File: config.mk
export PLATFORM = sky130hd
export DESIGN_NAME = mdds_top
export DESIGN_NICKNAME = d
export VERILOG_FILES = /design/src/hdl/mdds_pkg.sv /design/src/hdl/mdds_top.sv
export VERILOG_INCLUDE_DIRS = /design/src /design/src/hdl
export SDC_FILE = /design/constraint.sdc
export NUM_CORES = 1
export LEC_CHECK = 0
export BUFFER_PORTS_ARGS = -buffer_cell sky130_fd_sc_hd__clkbuf_2
export CORE_MARGIN = 2
export CORE_UTILIZATION = 65
export CTS_BUF_LIST = sky130_fd_sc_hd__clkbuf_4 sky130_fd_sc_hd__clkbuf_8
export CTS_CLUSTER_SIZE = 40
export DETAILED_ROUTE_END_ITERATION = 12
export GPL_TIMING_DRIVEN = 0
export PLACE_DENSITY = 0.95
export SYNTH_ARGS = -nofsm -noshare
export SYNTH_HDL_FRONTEND = slang
export SYNTH_SLANG_ARGS = --single-unit
File: constraint.sdc
create_clock -name clk_sys_in -period 4.2 [get_ports clk_sys_in]
set_clock_uncertainty 0.2 [all_clocks]
set_input_delay 0.21 -clock clk_sys_in [delete_from_list [all_inputs] [get_ports clk_sys_in]]
set_output_delay 0.21 -clock clk_sys_in [all_outputs]
set_load 0.005 [all_outputs]
File: src/hdl/mdds_map.svh
// offsets, fields, reset values and notes for the measurement dma dump sequencer
// Functional notes
// - after start address load, each write pulse clocks latches and advances counter until full
// - counter clock is write pulse combined with load pulse and wrap advance
// - while write pulse low, RAMs at latched address take measurement data
// - write pulse rising edge latches next address, counter advances by one
// - counting continues to terminal count; top stage raises address full flag
// - ram terminal count is full flag delayed one write; interrupt follows it
// - decoded readback drives the 16-bit address counter onto local bus
// - buffer direction follows count read/write direction: high local to count bus
// - buffer disable low during transfers; high isolates count bus from local bus
// - processor strobes control latches; they drive dump, measure, clock, reset controls
// - control word carries 3-bit dump counter initial value
// - dump counter runs only with dump mode set and no measurement running
// - ram terminal count disables the dump counter
// - dump block high forces enable off; low, enable follows processor control
// - dump counter loads on processor load pulse, reset or delayed terminal count
// - all three dump counter bits decode to one RAM and buffer select, none at seven
// - dump step clock advances dump counter by one after each read
// - dump terminal count emits wrap advance, stepping address counters
// - delayed dump terminal count reloads initial value; cycle repeats
// - time interval dump: four low, five high, six interpolator, seven reloads
// - load word: low 13 bits first address, upper three bits high
// - after load, counters hold one more than the latches
`ifndef MDDS_MAP_SVH
`define MDDS_MAP_SVH
`define MDDS_REG_LOAD_ADDR 3'h0
`define MDDS_REG_CTRL 3'h1
`define MDDS_REG_DUMP_LOAD 3'h2
`define MDDS_REG_ADDR_RB 3'h3
`define MDDS_REG_STATUS 3'h4
`define MDDS_REG_LOCAL_DATA 3'h5
`define MDDS_LOAD_TOP_BITS 16'hE000
`define MDDS_LOAD_LOW_MASK 16'h1FFF
`define MDDS_ADDR_FULL 16'hFFFF
`define MDDS_DUMP_TC 3'h7
`define MDDS_CTRL_RESET 16'h0000
`define MDDS_ADDR_RESET 16'h0000
`endif

File: src/hdl/mdds_pkg.sv
// types for the measurement dma dump sequencer
package mdds_pkg;
    // control word layout, bit 0 at the right
    typedef struct packed {
        logic [5:0] spare;
        logic hw_reset;
        logic clk_gate;
        logic data_buf_disable;
        logic count_rw_dir;
        logic cpu_dump_enable_n;
        logic meas_active_n;
        logic dump_mode_sel;
        logic [2:0] dump_init_value;
    } mdds_ctrl_t;
    // address load sequence
    typedef enum logic [1:0] {
        MDDS_LD_IDLE = 2'b00,
        MDDS_LD_LATCH = 2'b01,
        MDDS_LD_COUNT = 2'b10
    } mdds_load_t;
    // status flags
    typedef struct packed {
        logic dump_count_enable;
        logic dump_block;
        logic ram_term_count;
        logic addr_full_flag;
    } mdds_stat_t;
endpackage

File: src/hdl/mdds_top.sv
// address generation and dump sequencing for the measurement RAMs
//
// Decided for this implementation: the plain strobed port and the register addresses.
`timescale 1ns/1ps
`include "mdds_map.svh"
module mdds_top (
    input wire logic clk_sys_in,
    input wire logic rstn_in,
    input wire logic [2:0] addr_in,
    input wire logic [15:0] wdata_in,
    input wire logic wr_in,
    input wire logic rd_in,
    output logic [15:0] rdata_out,
    input wire logic meas_write_pulse_in,
    input wire logic dump_step_clk_in,
    input wire logic [15:0] count_hw_bus_in,
    output logic [15:0] count_hw_bus_out,
    output logic count_hw_bus_oe_out,
    output logic [12:0] ram_addr_out,
    output logic ram_write_n_out,
    output logic addr_full_flag_out,
    output logic ram_term_count_out,
    output logic block_done_irq_n_out,
    output logic [7:0] dump_select_out,
    output logic dump_wrap_advance_out,
    output logic dump_count_enable_out,
    output logic meas_active_n_out,
    output logic clk_gate_out,
    output logic hw_reset_out
);

    // three-stage sampler: shift, accept when last two agree
    function automatic logic agree(input logic [2:0] s, input logic old);
        agree = (s[1] == s[2]) ? s[2] : old;
    endfunction

    logic [2:0] wr_sync;
    logic [2:0] step_sync;
    logic [15:0] bus_s1;
    logic [15:0] bus_s2;
    logic [15:0] bus_s3;
    logic wr_lvl;
    logic step_lvl;
    logic [15:0] bus_lvl;
    logic [2:0] next_wr_sync;
    logic [2:0] next_step_sync;
    logic next_wr_lvl;
    logic next_step_lvl;
    logic [15:0] next_bus_lvl;
    logic wr_rise;
    logic step_rise;

    // pin sampling
    always_comb
    begin
        next_wr_sync = {wr_sync[1:0], meas_write_pulse_in};
        next_step_sync = {step_sync[1:0], dump_step_clk_in};
        next_wr_lvl = agree(wr_sync, wr_lvl);
        next_step_lvl = agree(step_sync, step_lvl);
        next_bus_lvl = (bus_s2 == bus_s3) ? bus_s3 : bus_lvl;
    end

    always_ff @(posedge clk_sys_in or negedge rstn_in)
    begin
        if (!rstn_in)
        begin
            wr_sync <= 3'h7;
            step_sync <= 3'h0;
            bus_s1 <= 16'h0000;
            bus_s2 <= 16'h0000;
            bus_s3 <= 16'h0000;
            wr_lvl <= 1'b1;
            step_lvl <= 1'b0;
            bus_lvl <= 16'h0000;
        end
        else
        begin
            wr_sync <= next_wr_sync;
            step_sync <= next_step_sync;
            bus_s1 <= count_hw_bus_in;
            bus_s2 <= bus_s1;
            bus_s3 <= bus_s2;
            wr_lvl <= next_wr_lvl;
            step_lvl <= next_step_lvl;
            bus_lvl <= next_bus_lvl;
        end
    end

    // single-cycle edge events
    assign wr_rise = next_wr_lvl & ~wr_lvl;
    assign step_rise = next_step_lvl & ~step_lvl;

    logic wr_hit;
    logic ctrl_hit;
    logic load_hit;
    logic dump_load_hit;
    logic data_hit;

    // register decode
    always_comb
    begin
        wr_hit = wr_in & ~rd_in;
        load_hit = wr_hit && addr_in == `MDDS_REG_LOAD_ADDR;
        ctrl_hit = wr_hit && addr_in == `MDDS_REG_CTRL;
        dump_load_hit = wr_hit && addr_in == `MDDS_REG_DUMP_LOAD;
        data_hit = wr_hit && addr_in == `MDDS_REG_LOCAL_DATA;
    end

    mdds_pkg::mdds_ctrl_t ctrl;
    mdds_pkg::mdds_ctrl_t next_ctrl;
    logic [15:0] local_data;
    logic [15:0] next_local_data;

    // control word latches and local data word
    always_comb
    begin
        next_ctrl = ctrl;
        next_local_data = local_data;
        if (ctrl_hit)
        begin
            next_ctrl = mdds_pkg::mdds_ctrl_t'(wdata_in);
        end
        if (data_hit)
        begin
            next_local_data = wdata_in;
        end
    end

    always_ff @(posedge clk_sys_in or negedge rstn_in)
    begin
        if (!rstn_in)
        begin
            ctrl <= mdds_pkg::mdds_ctrl_t'(`MDDS_CTRL_RESET);
            local_data <= 16'h0000;
        end
        else
        begin
            ctrl <= next_ctrl;
            local_data <= next_local_data;
        end
    end

    mdds_pkg::mdds_load_t ld_state;
    mdds_pkg::mdds_load_t next_ld_state;
    logic [15:0] addr_cnt;
    logic [15:0] next_addr_cnt;
    logic [12:0] addr_latch;
    logic [12:0] next_addr_latch;
    logic [15:0] load_word;
    logic [15:0] next_load_word;
    logic full;
    logic next_full;
    logic term;
    logic next_term;
    logic wrap_adv;
    logic advance;

    // address load sequence, write advance and full detection
    always_comb
    begin
        next_ld_state = ld_state;
        next_addr_cnt = addr_cnt;
        next_addr_latch = addr_latch;
        next_load_word = load_word;
        next_term = term;
        advance = (wr_rise | wrap_adv) && ld_state == mdds_pkg::MDDS_LD_IDLE;
        case (ld_state)
            mdds_pkg::MDDS_LD_IDLE:
            begin
                if (load_hit)
                begin
                    next_load_word = (wdata_in & `MDDS_LOAD_LOW_MASK)
                        | `MDDS_LOAD_TOP_BITS;
                    next_ld_state = mdds_pkg::MDDS_LD_LATCH;
                    next_term = 1'b0;
                end
                else if (advance)
                begin
                    next_addr_latch = addr_cnt[12:0];
                    next_addr_cnt = full ? addr_cnt : addr_cnt + 16'h0001;
                end
            end
            mdds_pkg::MDDS_LD_LATCH:
            begin
                next_addr_latch = load_word[12:0];
                next_addr_cnt = load_word;
                next_ld_state = mdds_pkg::MDDS_LD_COUNT;
            end
            mdds_pkg::MDDS_LD_COUNT:
            begin
                next_addr_cnt = addr_cnt + 16'h0001;
                next_ld_state = mdds_pkg::MDDS_LD_IDLE;
            end
            default:
            begin
                next_ld_state = mdds_pkg::MDDS_LD_IDLE;
            end
        endcase
        next_full = (next_addr_cnt == `MDDS_ADDR_FULL);
        if (advance && ld_state == mdds_pkg::MDDS_LD_IDLE && !load_hit)
        begin
            next_term = full;
        end
    end

    always_ff @(posedge clk_sys_in or negedge rstn_in)
    begin
        if (!rstn_in)
        begin
            ld_state <= mdds_pkg::MDDS_LD_IDLE;
            addr_cnt <= `MDDS_ADDR_RESET;
            addr_latch <= 13'h0000;
            load_word <= `MDDS_ADDR_RESET;
            full <= 1'b0;
            term <= 1'b0;
        end
        else
        begin
            ld_state <= next_ld_state;
            addr_cnt <= next_addr_cnt;
            addr_latch <= next_addr_latch;
            load_word <= next_load_word;
            full <= next_full;
            term <= next_term;
        end
    end

    logic [2:0] dump_cnt;
    logic [2:0] next_dump_cnt;
    logic tc_dly;
    logic next_tc_dly;
    logic next_wrap_adv;
    logic dump_block;
    logic dump_en;

    // dump counter enable chain
    always_comb
    begin
        dump_block = ~(ctrl.dump_mode_sel & ctrl.meas_active_n)
            | term;
        dump_en = ~dump_block & ~ctrl.cpu_dump_enable_n;
    end

    // dump counter: load, step, wrap
    always_comb
    begin
        next_dump_cnt = dump_cnt;
        next_wrap_adv = 1'b0;
        next_tc_dly = 1'b0;
        if (dump_load_hit || tc_dly)
        begin
            next_dump_cnt = ctrl.dump_init_value;
        end
        else if (dump_cnt == `MDDS_DUMP_TC)
        begin
            next_tc_dly = 1'b1;
        end
        else if (dump_en && step_rise)
        begin
            next_dump_cnt = dump_cnt + 3'h1;
            next_wrap_adv = (next_dump_cnt == `MDDS_DUMP_TC);
        end
    end

    always_ff @(posedge clk_sys_in or negedge rstn_in)
    begin
        if (!rstn_in)
        begin
            dump_cnt <= 3'h0;
            tc_dly <= 1'b0;
            wrap_adv <= 1'b0;
        end
        else
        begin
            dump_cnt <= next_dump_cnt;
            tc_dly <= next_tc_dly;
            wrap_adv <= next_wrap_adv;
        end
    end

    mdds_pkg::mdds_stat_t stat;
    logic [15:0] next_rdata;
    logic [7:0] next_select;
    logic next_oe;

    // readback, select decode and bus buffer
    always_comb
    begin
        stat.dump_count_enable = dump_en;
        stat.dump_block = dump_block;
        stat.ram_term_count = term;
        stat.addr_full_flag = full;
        next_rdata = 16'h0000;
        if (rd_in)
        begin
            case (addr_in)
                `MDDS_REG_ADDR_RB: next_rdata = addr_cnt;
                `MDDS_REG_CTRL: next_rdata = 16'(ctrl);
                `MDDS_REG_STATUS: next_rdata = {9'h000, dump_cnt, 4'(stat)};
                `MDDS_REG_LOCAL_DATA: next_rdata = (ctrl.data_buf_disable || ctrl.count_rw_dir)
                    ? local_data : bus_lvl;
                default: next_rdata = 16'h0000;
            endcase
        end
        next_select = 8'h00;
        if (dump_en && dump_cnt != `MDDS_DUMP_TC)
        begin
            next_select = 8'h01 << dump_cnt;
        end
        next_oe = ctrl.count_rw_dir & ~ctrl.data_buf_disable;
    end

    // output registers
    always_ff @(posedge clk_sys_in or negedge rstn_in)
    begin
        if (!rstn_in)
        begin
            rdata_out <= 16'h0000;
            count_hw_bus_out <= 16'h0000;
            count_hw_bus_oe_out <= 1'b0;
            ram_addr_out <= 13'h0000;
            ram_write_n_out <= 1'b1;
            addr_full_flag_out <= 1'b0;
            ram_term_count_out <= 1'b0;
            block_done_irq_n_out <= 1'b1;
            dump_select_out <= 8'h00;
            dump_wrap_advance_out <= 1'b0;
            dump_count_enable_out <= 1'b0;
            meas_active_n_out <= 1'b0;
            clk_gate_out <= 1'b0;
            hw_reset_out <= 1'b0;
        end
        else
        begin
            rdata_out <= next_rdata;
            count_hw_bus_out <= local_data;
            count_hw_bus_oe_out <= next_oe;
            ram_addr_out <= next_addr_latch;
            ram_write_n_out <= next_wr_lvl;
            addr_full_flag_out <= next_full;
            ram_term_count_out <= next_term;
            block_done_irq_n_out <= ~next_term;
            dump_select_out <= next_select;
            dump_wrap_advance_out <= next_wrap_adv;
            dump_count_enable_out <= dump_en;
            meas_active_n_out <= next_ctrl.meas_active_n;
            clk_gate_out <= next_ctrl.clk_gate;
            hw_reset_out <= next_ctrl.hw_reset;
        end
    end

endmodule

== Yosys cells after proc, flatten, opt, wreduce, memory -nomap -nowiden ==
Index checks and enable logic that the tools add are counted.
Widths: inputs -> output; s select.

* Register bits after elaboration: 199
* Bits of input ports: 41
* Output and inout bits: 63
* Word-level logic and storage cells: 115

* $add $sub $neg: 2
* Equal/unequal tests: 18
* Shift operators: 1
* Multiplexer cells: 26
* Bitwise logic cells: 16
* Reductions and logical operators: 19

{| class="wikitable"
|+ Operators by type and width
! kind !! number
|-
| $mux 16 || 5
|-
| $pmux 16 s4 || 1
|-
| $pmux 16 s3 || 1
|-
| $mux 13 || 2
|-
| $pmux 13 s2 || 1
|-
| $add 16x1->16 const B || 1
|-
| $eq 16x16->1 || 1
|-
| $eq 16x16->1 const B || 1
|-
| $eq 3x3->1 const B || 4
|-
| $mux 1 || 10
|-
| $logic_and 1x1->1 || 9
|-
| $mux 3 || 3
|-
| $mux 8 || 1
|-
| $ne 2x2->1 const B || 4
|-
| $not 1->1 || 8
|-
| $shl 1x3->8 const A || 1
|-
| $and 1x1->1 || 6
|-
| $eq 3x2->1 const B || 2
|-
| $pmux 2 s2 || 1
|-
| $reduce_and 2->1 || 2
|-
| $reduce_bool 2->1 || 2
|-
| $add 3x1->3 const B || 1
|-
| $eq 3x1->1 const B || 1
|-
| $logic_not 3->1 || 1
|-
| other kinds (10) || 13
|}

== Depth between registers and ports, before layout ==
* Word-level depth: 9
* Mapped depth: 10
* Gate-level depth less buffers: 8

== Worst setup path after synthesis ==
Ideal clock, no wire load.

* Kind: register -> register
* Start: register addr_cnt[0]
* End: register addr_full_flag_out
* Setup time: 96 ps
* Data arrival time: 2,226 ps
* Required time: 3,904 ps
* Slack: 1,679 ps
* Stages on the path, launching flop included: 9
* Buffers on the path: 0
* Clock period less this slack: 2,521 ps
* Cells stage by stage: dfrtp_1 > ha_1 > nand4_2 > nor3_1 > nand3_1 > o2bb2ai_2 > or3b_1 > or3_1 > nor4_2

* Longest elaborated chain between the ends: 6

{| class="wikitable"
|+ Ends and longest elaborated chain
! item !! RTL line !! RTL
|-
| start: declaration || mdds_top.sv:145 || <nowiki>logic [15:0] addr_cnt;</nowiki>
|-
| start signal: assignment || mdds_top.sv:211 || <nowiki>addr_cnt <= `MDDS_ADDR_RESET;</nowiki>
|-
| start signal: assignment || mdds_top.sv:220 || <nowiki>addr_cnt <= next_addr_cnt;</nowiki>
|-
| $add 16x1->16 || mdds_top.sv:180, mdds_top.sv:191 ||
|-
| $mux 16 || mdds_top.sv:180 || <nowiki>next_addr_cnt = full ? addr_cnt : addr_cnt + 16'h0001;</nowiki>
|-
| $mux 16 || mdds_top.sv:177 || <nowiki>else if (advance)</nowiki>
|-
| $mux 16 || mdds_top.sv:170 || <nowiki>if (load_hit)</nowiki>
|-
| $pmux 16 s3 * || mdds_top.sv:167 || <nowiki>case (ld_state)</nowiki>
|-
| $eq 16x16->1 (no source line) * || n/a ||
|-
| net next_full || mdds_top.sv:152 || <nowiki>logic next_full;</nowiki>
|-
| end signal: assignment || mdds_top.sv:340 || <nowiki>addr_full_flag_out <= next_full;</nowiki>
|-
| end: declaration || mdds_top.sv:21 || <nowiki>output logic addr_full_flag_out,</nowiki>
|}

Mark *: on every way through the listed nets, which the timed path passes. The rest lies on a longest branch.
A chain may end at the register's enable or synchronous reset.

== Worst setup path after layout ==
* Start: register addr_cnt[1]
* End: register addr_full_flag_out

Same word-level chain as after synthesis.

==> flow_metrics.env <==
export IMPL_synth_mux_area_fraction_pct=12.99
export IMPL_synth_xor_area_share_pct=1.990
export IMPL_synth_ff_type="dfrtp_1"
export IMPL_sw_frac_of_total_pct=29.66
export IMPL_first_global_vias=6140
export IMPL_cts_buffer_depth=2
export IMPL_drtIter0Drc=610
export IMPL_synth_compound_area_share_pct=8.919
export IMPL_antenna_left=0
export IMPL_syn_avg_cell_area_sq_um=12.55
export IMPL_synth_top_family_by_area="multiplexers"
export IMPL_yosys_area_top_type="dfrtp_1"
export IMPL_wl_um=21090
export IMPL_synthCells=666
export IMPL_synth_top_area_share_pct=58.07
export IMPL_drive_gt1_share_pct=30.11
export IMPL_rr_worst_depth=8
export IMPL_pwr_share_comb_pct=18.4
export IMPL_cp_endpoint="addr_full_flag_out$_DFF_PN0_"
export IMPL_finalSetupViolCount=0
export IMPL_worst_hold_path_type="input pin to flop"
export IMPL_numClockSinks=199
export IMPL_vias=6119
export IMPL_clkLatencyLatePin_ns=0.47
export IMPL_synth_edf_count=0
export IMPL_start_kind="flop"
export IMPL_end_kind="flop"
export IMPL_reg2reg_to="addr_full_flag_out$_DFF_PN0_"
export IMPL_critPathTopFamily="simple AND/OR/NAND/NOR gates"
export IMPL_p_switching_w=0.001327
export IMPL_path_max_fanout=9
export IMPL_path_buf_inv=0
export IMPL_maxSlewHeadroom_pct=16.12
export IMPL_start_util_pct=66.52
export IMPL_viasPerCell=6.064
export IMPL_slew_viol_final=0
export IMPL_grt_pass1_wl_um=33700
export IMPL_p_per_area_mw_per_mm2=451.9
export IMPL_cts_tree="done"
export IMPL_n_antenna_cell=0
export IMPL_ys_types=74
export IMPL_area_delta_synth_final_pct=18.36
export IMPL_synthTopCellsByCount="194 x dfrtp_1, 74 x mux2_2, 56 x nor2_1"
export IMPL_total_power_w=0.004472
export IMPL_power_internal_w=0.003145
export IMPL_post_drt_wl_per_cell_um=20.90
export IMPL_cts_made_buffers=17
export IMPL_worst_slew_pin_slew_ns=1.249
export IMPL_holdPathStages=5
export IMPL_fill_cells=752
export IMPL_p_leak_nw=4.578
export IMPL_yosysMostFrequentCell="dfrtp_1"
export IMPL_power_share_clock_pct=28.4
export IMPL_clockRootBuffer="clkbuf_8"
export IMPL_critical_path_depth=8
export IMPL_die_area_sq_mm=0.01379
export IMPL_die_y_um=117.4
export IMPL_critPathLaunch="addr_cnt[1]$_DFF_PN0_"
export IMPL_failed_checks="hold timing"
export IMPL_synthAdderAreaFrac_pct=1.287
export IMPL_finalCriticalPeriod_ns=3.007
export IMPL_coreArea_sq_mm=0.01257
export IMPL_peakVddDrop_mv=0.3306
export IMPL_pin_count=104
export IMPL_final_nets=872
export IMPL_antenna_found_initial=0
export IMPL_async_reset_ff_share_pct=100.0
export IMPL_dp_hpwl_um=14540
export IMPL_syn_area_sq_mm=0.008361
export IMPL_h_tree_depth=4
export IMPL_clk_pin_slew_worst_paths_ns=0.09
export IMPL_path_cells="ha_1, nand4_2, nor3_1, nand3_1, o2bb2ai_2, or3b_1, or3_1, nor4_2"
export IMPL_yosysSeqAreaShare_pct=59.64
export IMPL_cap_viol_max_count=0
export IMPL_seqPwrFrac_pct=53.2
export IMPL_rrSetupSlack_ns=1.19
export IMPL_worstReg2RegStart="addr_cnt[1]$_DFF_PN0_"
export IMPL_yosysWarnings=0
export IMPL_critPathSlowestCell="dfrtp_1"
export IMPL_firstDrtPassIters=5
export IMPL_hold_viol_final=1
export IMPL_period_share_pct=71.60
export IMPL_grt_usage_pct=31.90
export IMPL_hold_worst_slack_ns=-0.001070
export IMPL_synth_area_leaders="dfrtp_1 58%, mux2_2 10%, mux2i_1 2.8%, nor2_1 2.5%, xnor2_1 2.0%"
export IMPL_post_cts_buffers=0
export IMPL_syn_num_nets=714
export IMPL_tns_ns=0
export IMPL_synth_simple_area_share_pct=12.41
export IMPL_rsz0062_at_grt="false"
export IMPL_gr_total_overflow=0
export IMPL_place_congestion=0.9485
export IMPL_status="complete, but fails checks"
export IMPL_num_rows=41
export IMPL_ys_seq_elements=199
export IMPL_drc=0
export IMPL_die_w_um=117.4
export IMPL_arrival_ns=3.19
export IMPL_timing_fmax_ghz=0.3325
export IMPL_critPathKind="flop to flop"
export IMPL_grt_max_degree=128
export IMPL_port_buffers=103
export IMPL_slowest_delay_ns=0.58
export IMPL_required_ns=4.38
placed cells by master (no fill, tap or decap), types with 3 or more instances in the layout:
cell type / n
a21oi_1: 14
a222oi_1: 6
a311oi_1: 3
a31oi_1: 16
and2_1: 8
and3_1: 7
and4_1: 4
and4b_1: 4
buf_2: 9
clkbuf_1: 25
clkbuf_2: 102
clkbuf_8: 20
dfrtp_1: 194
dfstp_2: 5
dlygate4sd3_1: 35
ha_1: 7
inv_1: 15
inv_6: 4
mux2_2: 74
mux2i_1: 23
nand2_1: 43
nand2b_1: 9
nand3_1: 14
nand3b_1: 3
nand4_1: 9
nor2_1: 56
nor2b_1: 5
nor3_1: 9
o21ai_0: 7
o22a_1: 10
o22ai_1: 4
o311a_2: 3
o311ai_0: 3
or4_1: 3
xnor2_1: 19
stage by stage:
stage / setup slack, ns / util (%) / instance area (sq um) / instances
after floorplan: 1.679 / - / 8361 / 666
after global placement: -0.6427 / 72.33 / 9091 / 941
after CTS: 1.184 / 78.74 / 9896 / 1009
after detailed placement: 1.201 / 72.62 / 9128 / 942
after global routing: 0.9993 / 78.74 / 9896 / 1009
final: 1.193 / 78.74 / 9896 / 1009
per-layer routing:
metal / global-route usage (%) / wire length (um) / up-vias
met1: 42.12 / 8608 / 3094
li1: - / - / 2708
met5: 0 / 0 / -
met3: 5.204 / 1082 / 57
met4: 12.58 / 649 / 0
met2: 53.51 / 10750 / 260
power groups by stage:
stage               Sequential [W]  Combinational [W]  Clock, W
finish                     0.00238           0.000824   0.00127
global route               0.00241           0.000902   0.00136
CTS                        0.00237           0.000814   0.00127
detailed placement         0.00240           0.000784         0
global placement           0.00239           0.000746         0
floorplan                  0.00234           0.000498         0
flip-flops by register name (all words and copies together) (netlist names), 2 cells and up:
register          flops
bus_s3               16
step_sync             3
bus_lvl              16
bus_s2               16
wr_sync               3
dump_select_out       8
ld_state              2
bus_s1               16
count_hw_bus_out     16
rdata_out            16
load_word            14
local_data           16
ctrl                 13
dump_cnt              3
ram_addr_out         13
addr_cnt             16
how the worst min path moves through the flow:
stage	start	to
4_1_cts	addr_in[1]	block_done_irq_n_out$_DFF_PN1_
5_1_grt	addr_in[1]	block_done_irq_n_out$_DFF_PN1_
3_5_place_dp	rstn_in	addr_cnt[10]$_DFF_PN0_
2_1_floorplan	rstn_in	addr_cnt[0]$_DFF_PN0_
6_report	addr_in[1]	block_done_irq_n_out$_DFF_PN1_
3_3_place_gp	meas_write_pulse_in	wr_sync[0]$_DFF_PN1_
worst reg2reg max path: cells and delay by family (launching register included):
family,cells,cell delay (ns)
DFF,1,0.58
and+or+nand+nor,6,1.68
AOI/OAI and AO/OA,1,0.15
adders and majority gates,1,0.33
cells by family after synthesis:
kind of cell,after synthesis
AO/OA/AOI/OAI,94
XOR/XNOR,19
adder cells (fa/ha/maj),9
buffers and inverters,53
flip-flops,199
multiplexers,98
other,1
AND/OR/NAND/NOR,193
repair_timing:
action	in CTS	in global routing
gates resized for setup	0	0
hold endpoints to repair	135	0
hold buffers	35	0
setup endpoints to repair	0	0
area by class of cell:
cell class                      instances  area, sq um  share of cell area, %
Sequential cell                       199         4986                  50.39
Multi-Input combinational cell        414         3147                  31.80
Timing Repair Buffer                  139        902.1                  9.116
Clock buffer                           20        262.8                  2.655
Tap cell                              172        215.2                  2.175
Buffer                                 37        167.7                  1.694
Clock inverter                         12        155.1                  1.568
Inverter                               16        60.06                 0.6069
Note: power is estimated with default switching activity, not from simulation.
